===== src/inc/ossl_defs.svh =====
`ifndef OSSL_DEFS_SVH
`define OSSL_DEFS_SVH

// ---------------------------------------------------------------
// Timing
// ---------------------------------------------------------------
`define OSSL_CLK_HZ 100000000
`define OSSL_SAMPLE_MS 250
`define OSSL_SAMPLE_CYC ((`OSSL_CLK_HZ / 1000) * `OSSL_SAMPLE_MS)
`define OSSL_DELAY_SEC 12
`define OSSL_DELAY_CYC (`OSSL_CLK_HZ * `OSSL_DELAY_SEC)

// ---------------------------------------------------------------
// Register byte offsets
// ---------------------------------------------------------------
`define OSSL_REG_CTRL 12'h000
`define OSSL_REG_STATUS 12'h004
`define OSSL_REG_STRAPS 12'h008

// ---------------------------------------------------------------
// Field positions
// ---------------------------------------------------------------
`define OSSL_CTRL_START_BIT 0
`define OSSL_CTRL_STOP_BIT 1
`define OSSL_ST_LATCHED_BIT 0
`define OSSL_ST_SPIN_BIT 1
`define OSSL_ST_WP_BIT 2
`define OSSL_ST_PARITY_BIT 3
`define OSSL_ST_STATE_LSB 4
`define OSSL_ST_ID_LSB 8

// ---------------------------------------------------------------
// Reset values
// ---------------------------------------------------------------
`define OSSL_RST_ID 4'h0

`endif


===== src/inc/ossl_pkg.sv =====
package ossl_pkg;

   // Spindle start policy decoded from the two start straps
   typedef enum logic [1:0] {
      OSSL_POL_IMMEDIATE = 2'h0,
      OSSL_POL_DELAYED = 2'h1,
      OSSL_POL_COMMAND = 2'h2
   } ossl_policy_t;

   // Sequencer states, Gray coded along sample, wait, spin
   typedef enum logic [1:0] {
      OSSL_ST_SAMPLE = 2'h0,
      OSSL_ST_WAIT = 2'h1,
      OSSL_ST_SPIN = 2'h3,
      OSSL_ST_STOPPED = 2'h2
   } ossl_state_t;

endpackage


===== src/logic/ossl_strap_loader.sv =====
`timescale 1ns/1ps
`include "ossl_defs.svh"

module ossl_strap_loader #(
   parameter int SAMPLE_CYC = `OSSL_SAMPLE_CYC, // Sampling window length in cycles
   parameter longint DELAY_CYC = `OSSL_DELAY_CYC, // Cycles per ID step of start delay
   parameter int ID_W = 4 // Bus ID width
) (
   input wire logic sys_clk,
   input wire logic reset_n,
   input wire logic [ID_W-1:0] busIdPin_n,
   input wire logic delayedStartStrap_n,
   input wire logic motorStartOnCommandStrap_n,
   input wire logic writeProtectStrap_n,
   input wire logic parityCheckDisableStrap_n,
   input wire logic psel,
   input wire logic penable,
   input wire logic pwrite,
   input wire logic [11:0] paddr,
   input wire logic [31:0] pwdata,
   output logic [31:0] prdata,
   output logic pready,
   output logic pslverr,
   output logic [ID_W-1:0] busId,
   output logic strapsLatched,
   output logic spindleRun,
   output logic writeProtect,
   output logic parityCheckEnable,
   output logic parityReportEnable
);

   // ---------------------------------------------------------------
   // Elaboration checks
   // ---------------------------------------------------------------
   if (ID_W < 1 || ID_W > 4) begin : g_bad_id
      $error("ID_W must be 1 to 4");
   end
   if (SAMPLE_CYC < 1 || DELAY_CYC < 1) begin : g_bad_cnt
      $error("Counts must be at least one");
   end

   localparam int PINS = ID_W + 4;

   // ---------------------------------------------------------------
   // Pin synchronisers
   // ---------------------------------------------------------------
   logic [PINS-1:0] pinRaw;  // Pins gathered for crossing
   logic [PINS-1:0] pinSync; // Pins after two flops

   // The host or jumpers drive these; treat as asynchronous
   assign pinRaw = {parityCheckDisableStrap_n, writeProtectStrap_n,
                    motorStartOnCommandStrap_n, delayedStartStrap_n, busIdPin_n};

   ossl_sync2 #(
      .WIDTH(PINS)
   ) u_sync (
      .sys_clk(sys_clk),
      .reset_n(reset_n),
      .pinIn(pinRaw),
      .pinOut(pinSync)
   );

   // ---------------------------------------------------------------
   // Functions
   // ---------------------------------------------------------------
   // Start policy from the two straps; command strap wins
   function automatic ossl_pkg::ossl_policy_t policyOf(input logic ds, input logic me);
      if (me) begin
         policyOf = ossl_pkg::OSSL_POL_COMMAND;
      end else if (ds) begin
         policyOf = ossl_pkg::OSSL_POL_DELAYED;
      end else begin
         policyOf = ossl_pkg::OSSL_POL_IMMEDIATE;
      end
   endfunction

   // Register address match
   function automatic logic addrIs(input logic [11:0] a, input logic [11:0] r);
      addrIs = (a == r);
   endfunction

   // ---------------------------------------------------------------
   // State
   // ---------------------------------------------------------------
   typedef struct packed {
      ossl_pkg::ossl_state_t state;      // Sequencer state
      logic [31:0] sampleCnt;            // Cycles left in ID window
      logic [ID_W-1:0] idAcc;            // ID bits seen asserted in window
      logic [ID_W-1:0] id;               // Latched bus ID
      logic ds;                          // Latched delayed-start strap
      logic me;                          // Latched command-start strap
      logic wp;                          // Latched write-protect strap
      logic pd;                          // Latched parity-disable strap
      logic latched;                     // Straps are frozen
      logic [63:0] delayCnt;             // Cycles left before spin-up
      logic spin;                        // Spindle run request
      logic parEn;                       // Parity check and report enable
      logic [31:0] rdata;                // APB read data
      logic ready;                       // APB ready
      logic err;                         // APB error
   } ossl_state_rec_t;

   ossl_state_rec_t st_q;
   ossl_state_rec_t st_d;

   logic [ID_W-1:0] idNow;      // Active-high view of the ID pins
   logic access;                // APB access phase, first cycle
   logic startCmd;              // Software wrote Start Unit
   logic stopCmd;               // Software wrote Stop Unit
   ossl_pkg::ossl_policy_t pol; // Policy from latched straps

   assign idNow = ~pinSync[ID_W-1:0]; // Pins are active low
   // Answer one cycle after penable rises; ready drops between transfers
   // The write commits at the taking edge; the master cannot abort an
   // access phase once penable is up, so nothing is lost by that
   assign access = psel && penable && !st_q.ready;
   assign startCmd = access && pwrite && addrIs(paddr, `OSSL_REG_CTRL) &&
                     pwdata[`OSSL_CTRL_START_BIT];
   assign stopCmd = access && pwrite && addrIs(paddr, `OSSL_REG_CTRL) &&
                    pwdata[`OSSL_CTRL_STOP_BIT];
   assign pol = policyOf(st_q.ds, st_q.me);

   // ---------------------------------------------------------------
   // Next-state logic
   // ---------------------------------------------------------------
   always_comb begin
      st_d = st_q;
      st_d.ready = 1'b0;
      st_d.err = 1'b0;
      case (st_q.state)
         // Collect the ID over the whole window; a bit counts if seen low
         // The synchroniser resets to the idle high level, so the two
         // flush cycles at the window start never count as asserted
         ossl_pkg::OSSL_ST_SAMPLE: begin
            st_d.idAcc = st_q.idAcc | idNow;
            if (st_q.sampleCnt <= 32'd1) begin
               // Freeze every strap once; later pin changes are ignored
               st_d.id = st_q.idAcc | idNow;
               st_d.ds = !pinSync[ID_W];
               st_d.me = !pinSync[ID_W+1];
               st_d.wp = !pinSync[ID_W+2];
               st_d.pd = !pinSync[ID_W+3];
               st_d.latched = 1'b1;
               // A 64-bit count keeps ID 15 at the full step without overflow
               st_d.delayCnt = DELAY_CYC * 64'(st_q.idAcc | idNow);
               st_d.state = ossl_pkg::OSSL_ST_WAIT;
            end else begin
               st_d.sampleCnt = st_q.sampleCnt - 32'd1;
            end
         end
         // Apply the frozen start policy
         ossl_pkg::OSSL_ST_WAIT: begin
            case (pol)
               ossl_pkg::OSSL_POL_IMMEDIATE: begin
                  st_d.state = ossl_pkg::OSSL_ST_SPIN;
               end
               ossl_pkg::OSSL_POL_DELAYED: begin
                  // ID zero has a zero count, so it starts at once
                  if (st_q.delayCnt == 64'd0) begin
                     st_d.state = ossl_pkg::OSSL_ST_SPIN;
                  end else begin
                     st_d.delayCnt = st_q.delayCnt - 64'd1;
                  end
               end
               default: begin
                  st_d.state = ossl_pkg::OSSL_ST_STOPPED;
               end
            endcase
         end
         // Spinning; a Stop Unit parks the spindle
         ossl_pkg::OSSL_ST_SPIN: begin
            if (stopCmd) begin
               st_d.state = ossl_pkg::OSSL_ST_STOPPED;
            end
         end
         // Stopped until Start Unit arrives
         ossl_pkg::OSSL_ST_STOPPED: begin
            if (startCmd) begin
               st_d.state = ossl_pkg::OSSL_ST_SPIN;
            end
         end
         default: begin
            st_d.state = ossl_pkg::OSSL_ST_SAMPLE;
         end
      endcase
      st_d.spin = (st_d.state == ossl_pkg::OSSL_ST_SPIN);
      // Registered so the parity enables leave the block straight from a flop
      st_d.parEn = st_d.latched && !st_d.pd;

      // APB slave: answers in the second access cycle
      if (access) begin
         st_d.ready = 1'b1;
         st_d.rdata = 32'h0000_0000;
         if (addrIs(paddr, `OSSL_REG_CTRL)) begin
            st_d.rdata = 32'h0000_0000; // Command bits are write-only
         end else if (addrIs(paddr, `OSSL_REG_STATUS) && !pwrite) begin
            st_d.rdata[`OSSL_ST_LATCHED_BIT] = st_q.latched;
            st_d.rdata[`OSSL_ST_SPIN_BIT] = st_q.spin;
            st_d.rdata[`OSSL_ST_WP_BIT] = st_q.wp;
            st_d.rdata[`OSSL_ST_PARITY_BIT] = !st_q.pd;
            st_d.rdata[`OSSL_ST_STATE_LSB +: 2] = st_q.state;
            st_d.rdata[`OSSL_ST_ID_LSB +: ID_W] = st_q.id;
         end else if (addrIs(paddr, `OSSL_REG_STRAPS) && !pwrite) begin
            st_d.rdata[3:0] = {st_q.pd, st_q.wp, st_q.me, st_q.ds};
         end else begin
            st_d.err = 1'b1; // Unmapped, or write to read-only
         end
      end
   end

   // ---------------------------------------------------------------
   // Registers
   // ---------------------------------------------------------------
   always_ff @(posedge sys_clk or negedge reset_n) begin
      if (!reset_n) begin
         st_q <= '0;
         st_q.state <= ossl_pkg::OSSL_ST_SAMPLE;
         st_q.sampleCnt <= 32'(SAMPLE_CYC);
         st_q.id <= ID_W'(`OSSL_RST_ID);
      end else begin
         st_q <= st_d;
      end
   end

   // ---------------------------------------------------------------
   // Outputs, all from flops
   // ---------------------------------------------------------------
   assign prdata = st_q.rdata;
   assign pready = st_q.ready;
   assign pslverr = st_q.err;
   assign busId = st_q.id;
   assign strapsLatched = st_q.latched;
   assign spindleRun = st_q.spin;
   assign writeProtect = st_q.wp;
   // Parity checks only once straps are frozen and not disabled
   assign parityCheckEnable = st_q.parEn;
   assign parityReportEnable = st_q.parEn;

endmodule // ossl_strap_loader


===== src/logic/ossl_sync2.sv =====
`timescale 1ns/1ps

// Two flip-flop synchroniser for a bundle of pin levels
module ossl_sync2 #(
   parameter int WIDTH = 8
) (
   input wire logic sys_clk,
   input wire logic reset_n,
   input wire logic [WIDTH-1:0] pinIn,
   output logic [WIDTH-1:0] pinOut
);

   // ---------------------------------------------------------------
   // State
   // ---------------------------------------------------------------
   typedef struct packed {
      logic [WIDTH-1:0] meta;   // First stage, read only by second
      logic [WIDTH-1:0] stable; // Second stage, safe to use
   } ossl_sync_t;

   ossl_sync_t sync_q;
   ossl_sync_t sync_d;

   // Shift the pins through both stages
   always_comb begin
      sync_d.meta = pinIn;
      sync_d.stable = sync_q.meta;
   end

   // Register the stages; reset to the idle high level of active-low pins
   // so no pin looks asserted while the stages flush after reset
   always_ff @(posedge sys_clk or negedge reset_n) begin
      if (!reset_n) begin
         sync_q <= '1;
      end else begin
         sync_q <= sync_d;
      end
   end

   assign pinOut = sync_q.stable;

endmodule // ossl_sync2


===== config.mk =====
export PLATFORM = sky130hd
export DESIGN_NAME = ossl_strap_loader
export DESIGN_NICKNAME = d
export VERILOG_FILES = /design/src/inc/ossl_pkg.sv /design/src/logic/ossl_strap_loader.sv /design/src/logic/ossl_sync2.sv
export VERILOG_INCLUDE_DIRS = /design/src /design/src/inc
export SDC_FILE = /design/constraint.sdc
export NUM_CORES = 1
export LEC_CHECK = 0
export ABC_CLOCK_PERIOD_IN_PS = 4800
export BUFFER_PORTS_ARGS = -buffer_cell sky130_fd_sc_hd__buf_2
export CORE_MARGIN = 2
export CORE_UTILIZATION = 45
export DETAILED_ROUTE_END_ITERATION = 10
export SYNTH_ARGS = -nofsm -noshare
export SYNTH_HDL_FRONTEND = slang
export SYNTH_HIERARCHICAL = 1
export SYNTH_SLANG_ARGS = --single-unit

===== constraint.sdc =====
create_clock -name sys_clk -period 4.8 [get_ports sys_clk]
set_input_delay 0.72 -clock sys_clk [delete_from_list [all_inputs] [get_ports sys_clk]]
set_output_delay 0.72 -clock sys_clk [all_outputs]
set_load 0.02 [all_outputs]

---- Word level (Yosys, flattened, before mapping) ----
Index checks and enable logic that the tools add are counted.
W data, S select, Z words.
cells by class
  add/sub/neg operators ................... 2
  multipliers ............................. 1
  magnitude comparators ................... 1
  equal/unequal tests ..................... 10
  muxes and demuxes ....................... 23
  bitwise logic cells ..................... 4
  reductions and logical operators ........ 25
operators with widths
  operator                 number
  $mux W64                 2
  $pmux W64 S2             1
  $mux W66                 1
  $logic_not A64 Y1        1
  $sub A64 B1 Y64 const B  1
  $le A32 B1 Y1 const B    1
  $sub A32 B1 Y32 const B  1
  $mul A21 B4 Y25 const A  1
  $mux W2                  8
  $mux W4                  4
  $eq A12 B3 Y1 const B    1
  $eq A12 B4 Y1 const B    1
  $logic_not A12 Y1        1
  $logic_and A1 B1 Y1      9
  $logic_not A1 Y1         8
  $or A4 B4 Y4             2
  $pmux W2 S4              1
  $eq A2 B2 Y1 const B     3
  $mux W6                  1
  $eq A2 B1 Y1 const B     2
  $logic_not A2 Y1         2
  $mux W1                  4
  $ne A2 B2 Y1 const B     2
  $not A4 Y4               1
  other kinds (6)          7
storage, ports and cells
  register bits after elaboration ......... 141
  bits of input ports ..................... 57
  output and inout port bits .............. 43
  logic and storage cells ................. 83

---- Logic depth before layout (Yosys ltp) ----
  depth in word-level cells ............... 8
  gate-level depth with buffers ........... 15
  gate-level depth less buffers ........... 15

---- Cells and area by module ----
Netlist, hierarchy kept.
by module, submodules not included
  module             instances  cells each  area an instance (um^2)  sequential area each (um^2)
  ossl_strap_loader  1          809         7443.4                   3143.0
  ossl_sync2         1          16          420.4                    420.4

---- Worst setup path after synthesis ----
Ideal clock, no wire load.
  kind .................................... reg2reg
  from .................................... register u_sync.sync_q, in the netlist u_sync/pinOut[1]
  to ...................................... register st_q[67] (netlist bit)
  setup time .............................. 0.124 ns
  arrival ................................. 3.782 ns
  data required time ...................... 4.676 ns
  path slack .............................. 0.894 ns
  stages on the path, launching flop included .. 14
  buffers on the path ..................... 1
  clock period less this slack ............ 3.906 ns
  cell sequence ........................... dfstp_2 -> nor2b_1 -> clkbuf_1 -> inv_1 -> ha_1 -> ha_1 -> ha_1 -> and4_1 -> or4b_2 -> a31oi_1 -> a41o_1 -> a21o_1 -> a21oi_1 -> a211o_1
on the way
  word-level cells in the longest chain between the ends .. 5
ends and longest elaborated chain
  item                      line                      RTL
  start: declaration        ossl_sync2.sv:21          ossl_sync_t sync_q;
  start signal: assignment  ossl_sync2.sv:36          sync_q <= sync_d;
  $not A4 Y4                ossl_strap_loader.sv:112  assign idNow = ~pinSync[ID_W-1:0];
  $or A4 B4 Y4              ossl_strap_loader.sv:145  st_d.delayCnt = DELAY_CYC * 64'(st_q.idAcc | idNow);
  $mul A21 B4 Y25           ossl_strap_loader.sv:145
  $mux W66                  ossl_strap_loader.sv:136  if (st_q.sampleCnt <= 32'd1) begin
  $pmux W64 S2              ossl_strap_loader.sv:130  case (st_q.state)
  end signal: assignment    ossl_strap_loader.sv:221  st_q <= st_d;
  end: declaration          ossl_strap_loader.sv:103  ossl_state_rec_t st_q;
No other way between the ends. The select of a mux whose other input is x is not followed.
A chain may end at the register's enable or synchronous reset.

---- Worst setup path in the final report ----
  from .................................... register u_sync.sync_q, in the netlist u_sync/pinOut[2]
  to ...................................... register st_q[67] (netlist bit)
The elaborated chain is that of the path after synthesis.

==> results.cfg <==
[floorplan]
start_util_pct = 45.8
die_x_um = 136
die_h_um = 136
num_rows = 48
dieArea_um2 = 18500
core_um2 = 17200
pin_count = 100

[pwr]
pwr-share-seq_pct = 43.6
vdd_drop_max_mv = 0.240
netSwitchingFraction_pct = 24.2
p_int_mw = 2.09
combPwrFrac_pct = 8.8
power_density_nw_per_um2 = 316
p_total_mw = 2.76
clkPwrFrac_pct = 47.6
switchingPower_mw = 0.667
power_leakage_nw = 4.34

[global_routing]
antenna_found_initial = 0
grt-ovfl-total = 0
grt_usage_pct = 20.7
grt_pass1_vias = 6092
grt_pass1_wl_um = 30300
grt_start_max_net_pins = 111

[sta]
period_minus_slack_ns = 4.47
worstMarginPinSlew_ns = 1.09
fmax_ghz = 0.224
skew_ns = 0.00737
finalSetupViolations = 0
final_hold_viol_count = 0
final.setup.tns_ns = 0
report.final.slew_viol_count = 0
timing.final.ws_setup_ns = 0.333
fin_crit_sh_pct = 93.1
rsz0062_at_grt = false
slew_headroom_pct = 27.3

[cts]
postCtsResizedCells = 0
h-tree-depth = 4
cts-buffers-inserted = 17
cts_setup_buffers = 0
clkSlewWorstSetupHoldPaths_ns = 0.06
cts_tree = built
numClockSinks = 141
root_buffer = clkbuf_16
clockBufferDepth = 2
worst_skew_pair.late_latency_ns = 0.42
ctsHoldBuffers = 0

[setup_path]
cp_top_family = simple AND/OR/NAND/NOR gates
critPathMaxFanout = 5
crit_arrival_ns = 4.77
cp_slowest_stage_delay_ns = 0.62
worstRegToRegCells = 12
crit_buf_inv = 1
cp.required_ns = 5.10
crit_chain = nor2b_1, inv_1, ha_1, ha_1, ha_1, and4_1, or4b_2, a31oi_1, a41o_1, a21o_1, a21oi_1, a211o_1
cpMostUsedCell = ha_1
crit_type = flip-flop to flip-flop
cp-end-kind = flip-flop
crit_cells = 12
critPathLaunchType = flip-flop
crit_slowest_cell = or4b_2

[yosys]
syn-cell-area_um2 = 7860
ys_seq_area_share_pct = 45.3
yosysUniqueCellTypes = 68
netlist_instances = 825
postSynth.asyncResetShare_pct = 100
ys_ff_latch = 141
synthFlopType = dfrtp_1
synth_edf_count = 0
ys_warn_count = 6
synth.avg_cell_area_um2 = 9.53

[finish]
drive_above_1_share_pct = 16.4
diodes = 0
layout_common_cells = 113 x dfrtp_1, 98 x nor2_1, 53 x nand2_1
syn_to_final_growth_pct = 11.2
final-instance-count-excl-fill = 1091
nNetsFinal = 938
fin_area_um2 = 8750
layout_commonest_cell = dfrtp_1

[placement]
gp_congestion = 0.892
dpl-instance-area_um2 = 8160
dp_hpwl_um = 12300
post-place-ws_ns = 0.423
dp.cells = 1059
port_buffers = 47

[min_path]
hold_depth = 0
hold_path.class = flip-flop to flip-flop

[status]
outcome = completed

[drt]
wirelength_um = 17900
drt_drc_violations_left = 0
postRouteAntennaNets = 0
drt_iter0_drc = 369
wl_per_cell_um = 16.4
routed-via-count = 6072
first_pass_iters = 5
via_per_inst = 5.57

[job]
cap_violations = 0
layout make-up:
| cell class | count | area (µm²) |
|---|---|---|
| Clock buffer | 22 | 474 |
| Clock inverter | 10 | 114 |
| Fill cell | 1562 | 8430 |
| Inverter | 21 | 78.8 |
| Multi-Input combinational cell | 613 | 3910 |
| Sequential cell | 141 | 3560 |
| Tap cell | 225 | 282 |
| Timing Repair Buffer | 59 | 332 |
per-layer routing:
| layer | vias up | GRT usage (%) | wire [µm] |
|---|---|---|---|
| li1 | 2939 | - | - |
| met3 | 21 | 4.25 | 747 |
| met2 | 151 | 33.4 | 8510 |
| met1 | 2961 | 28.0 | 8400 |
| met4 | 0 | 6.54 | 286 |
| met5 | - | 0 | 0 |
power groups by stage:
stage	Sequential [mW]	Clock, mW	Combinational (mW)
after global routing	1.21	1.40	0.271
final	1.21	1.31	0.242
after CTS	1.21	1.34	0.243
after detailed placement	1.23	0	0.241
after global placement	1.23	0	0.240
after floorplan	1.23	0	0.172
state kept, by name, summed over array words and instances (netlist names):
name / cells
st_q: 105
prdata: 10
u_sync/pinOut: 8
u_sync/sync_d: 8
busId: 4
parityCheckEnable: 1
pready: 1
pslverr: 1
spindleRun: 1
strapsLatched: 1
writeProtect: 1
synthesized netlist by cell type (7+ instances only):
cell type | instances | area (µm²)
a21oi_1 | 33 | 165
nor2_1 | 100 | 375
or3_1 | 19 | 119
xor2_1 | 41 | 359
inv_1 | 21 | 78.8
clkbuf_1 | 30 | 113
dfrtp_1 | 113 | 2830
nand2b_1 | 11 | 68.8
nor3_1 | 28 | 140
nand2_1 | 53 | 199
nor2b_1 | 7 | 43.8
xnor2_1 | 39 | 342
nand3_1 | 13 | 65.1
a22o_1 | 13 | 114
nor4_1 | 22 | 138
buf_4 | 37 | 278
or4_1 | 11 | 82.6
ha_1 | 27 | 338
dfstp_2 | 28 | 736
o21ai_0 | 52 | 260
o211ai_1 | 9 | 67.6
a211oi_1 | 11 | 82.6
per-stage QoR:
stage / hold slack, ns / util, %
after detailed placement: 0.347 / 47.5
after global routing: 0.361 / 50.9
final: 0.351 / 50.9
after global placement: 0.345 / 47.5
after CTS: 0.353 / 50.9
after floorplan: 0.345 / -
cell families (layout without fill, tap and decap cells):
logic type | count (synthesis) | count (layout) | synth area share [%]
muxes | 4 | 4 | 0.525
other | 1 | 22 | 0.0477
AOI/OAI and AO/OA | 176 | 176 | 15.1
buffers and inverters | 92 | 112 | 6.22
and+or+nand+nor | 303 | 303 | 19.4
adders and majority gates | 28 | 28 | 4.55
DFF | 141 | 141 | 45.3
xor gates and xnor gates | 80 | 80 | 8.91
path summary, 6_finish.rpt:
path | slack, ns | start | to
worst max-delay path | 0.33 | u_sync/pinOut[2] | st_q[67]
worst min-delay path | 0.35 | u_sync/sync_d[4] | u_sync/pinOut[4]
worst max register to register | 0.33 | u_sync/pinOut[2] | st_q[67]
worst min register to register | 0.35 | u_sync/sync_d[4] | u_sync/pinOut[4]
max in group asynchronous | 3.41 | reset_n | u_sync/sync_d[4]
min in group asynchronous | 0.40 | reset_n | st_q[85]
Note: power is estimated with default switching activity, not from simulation.
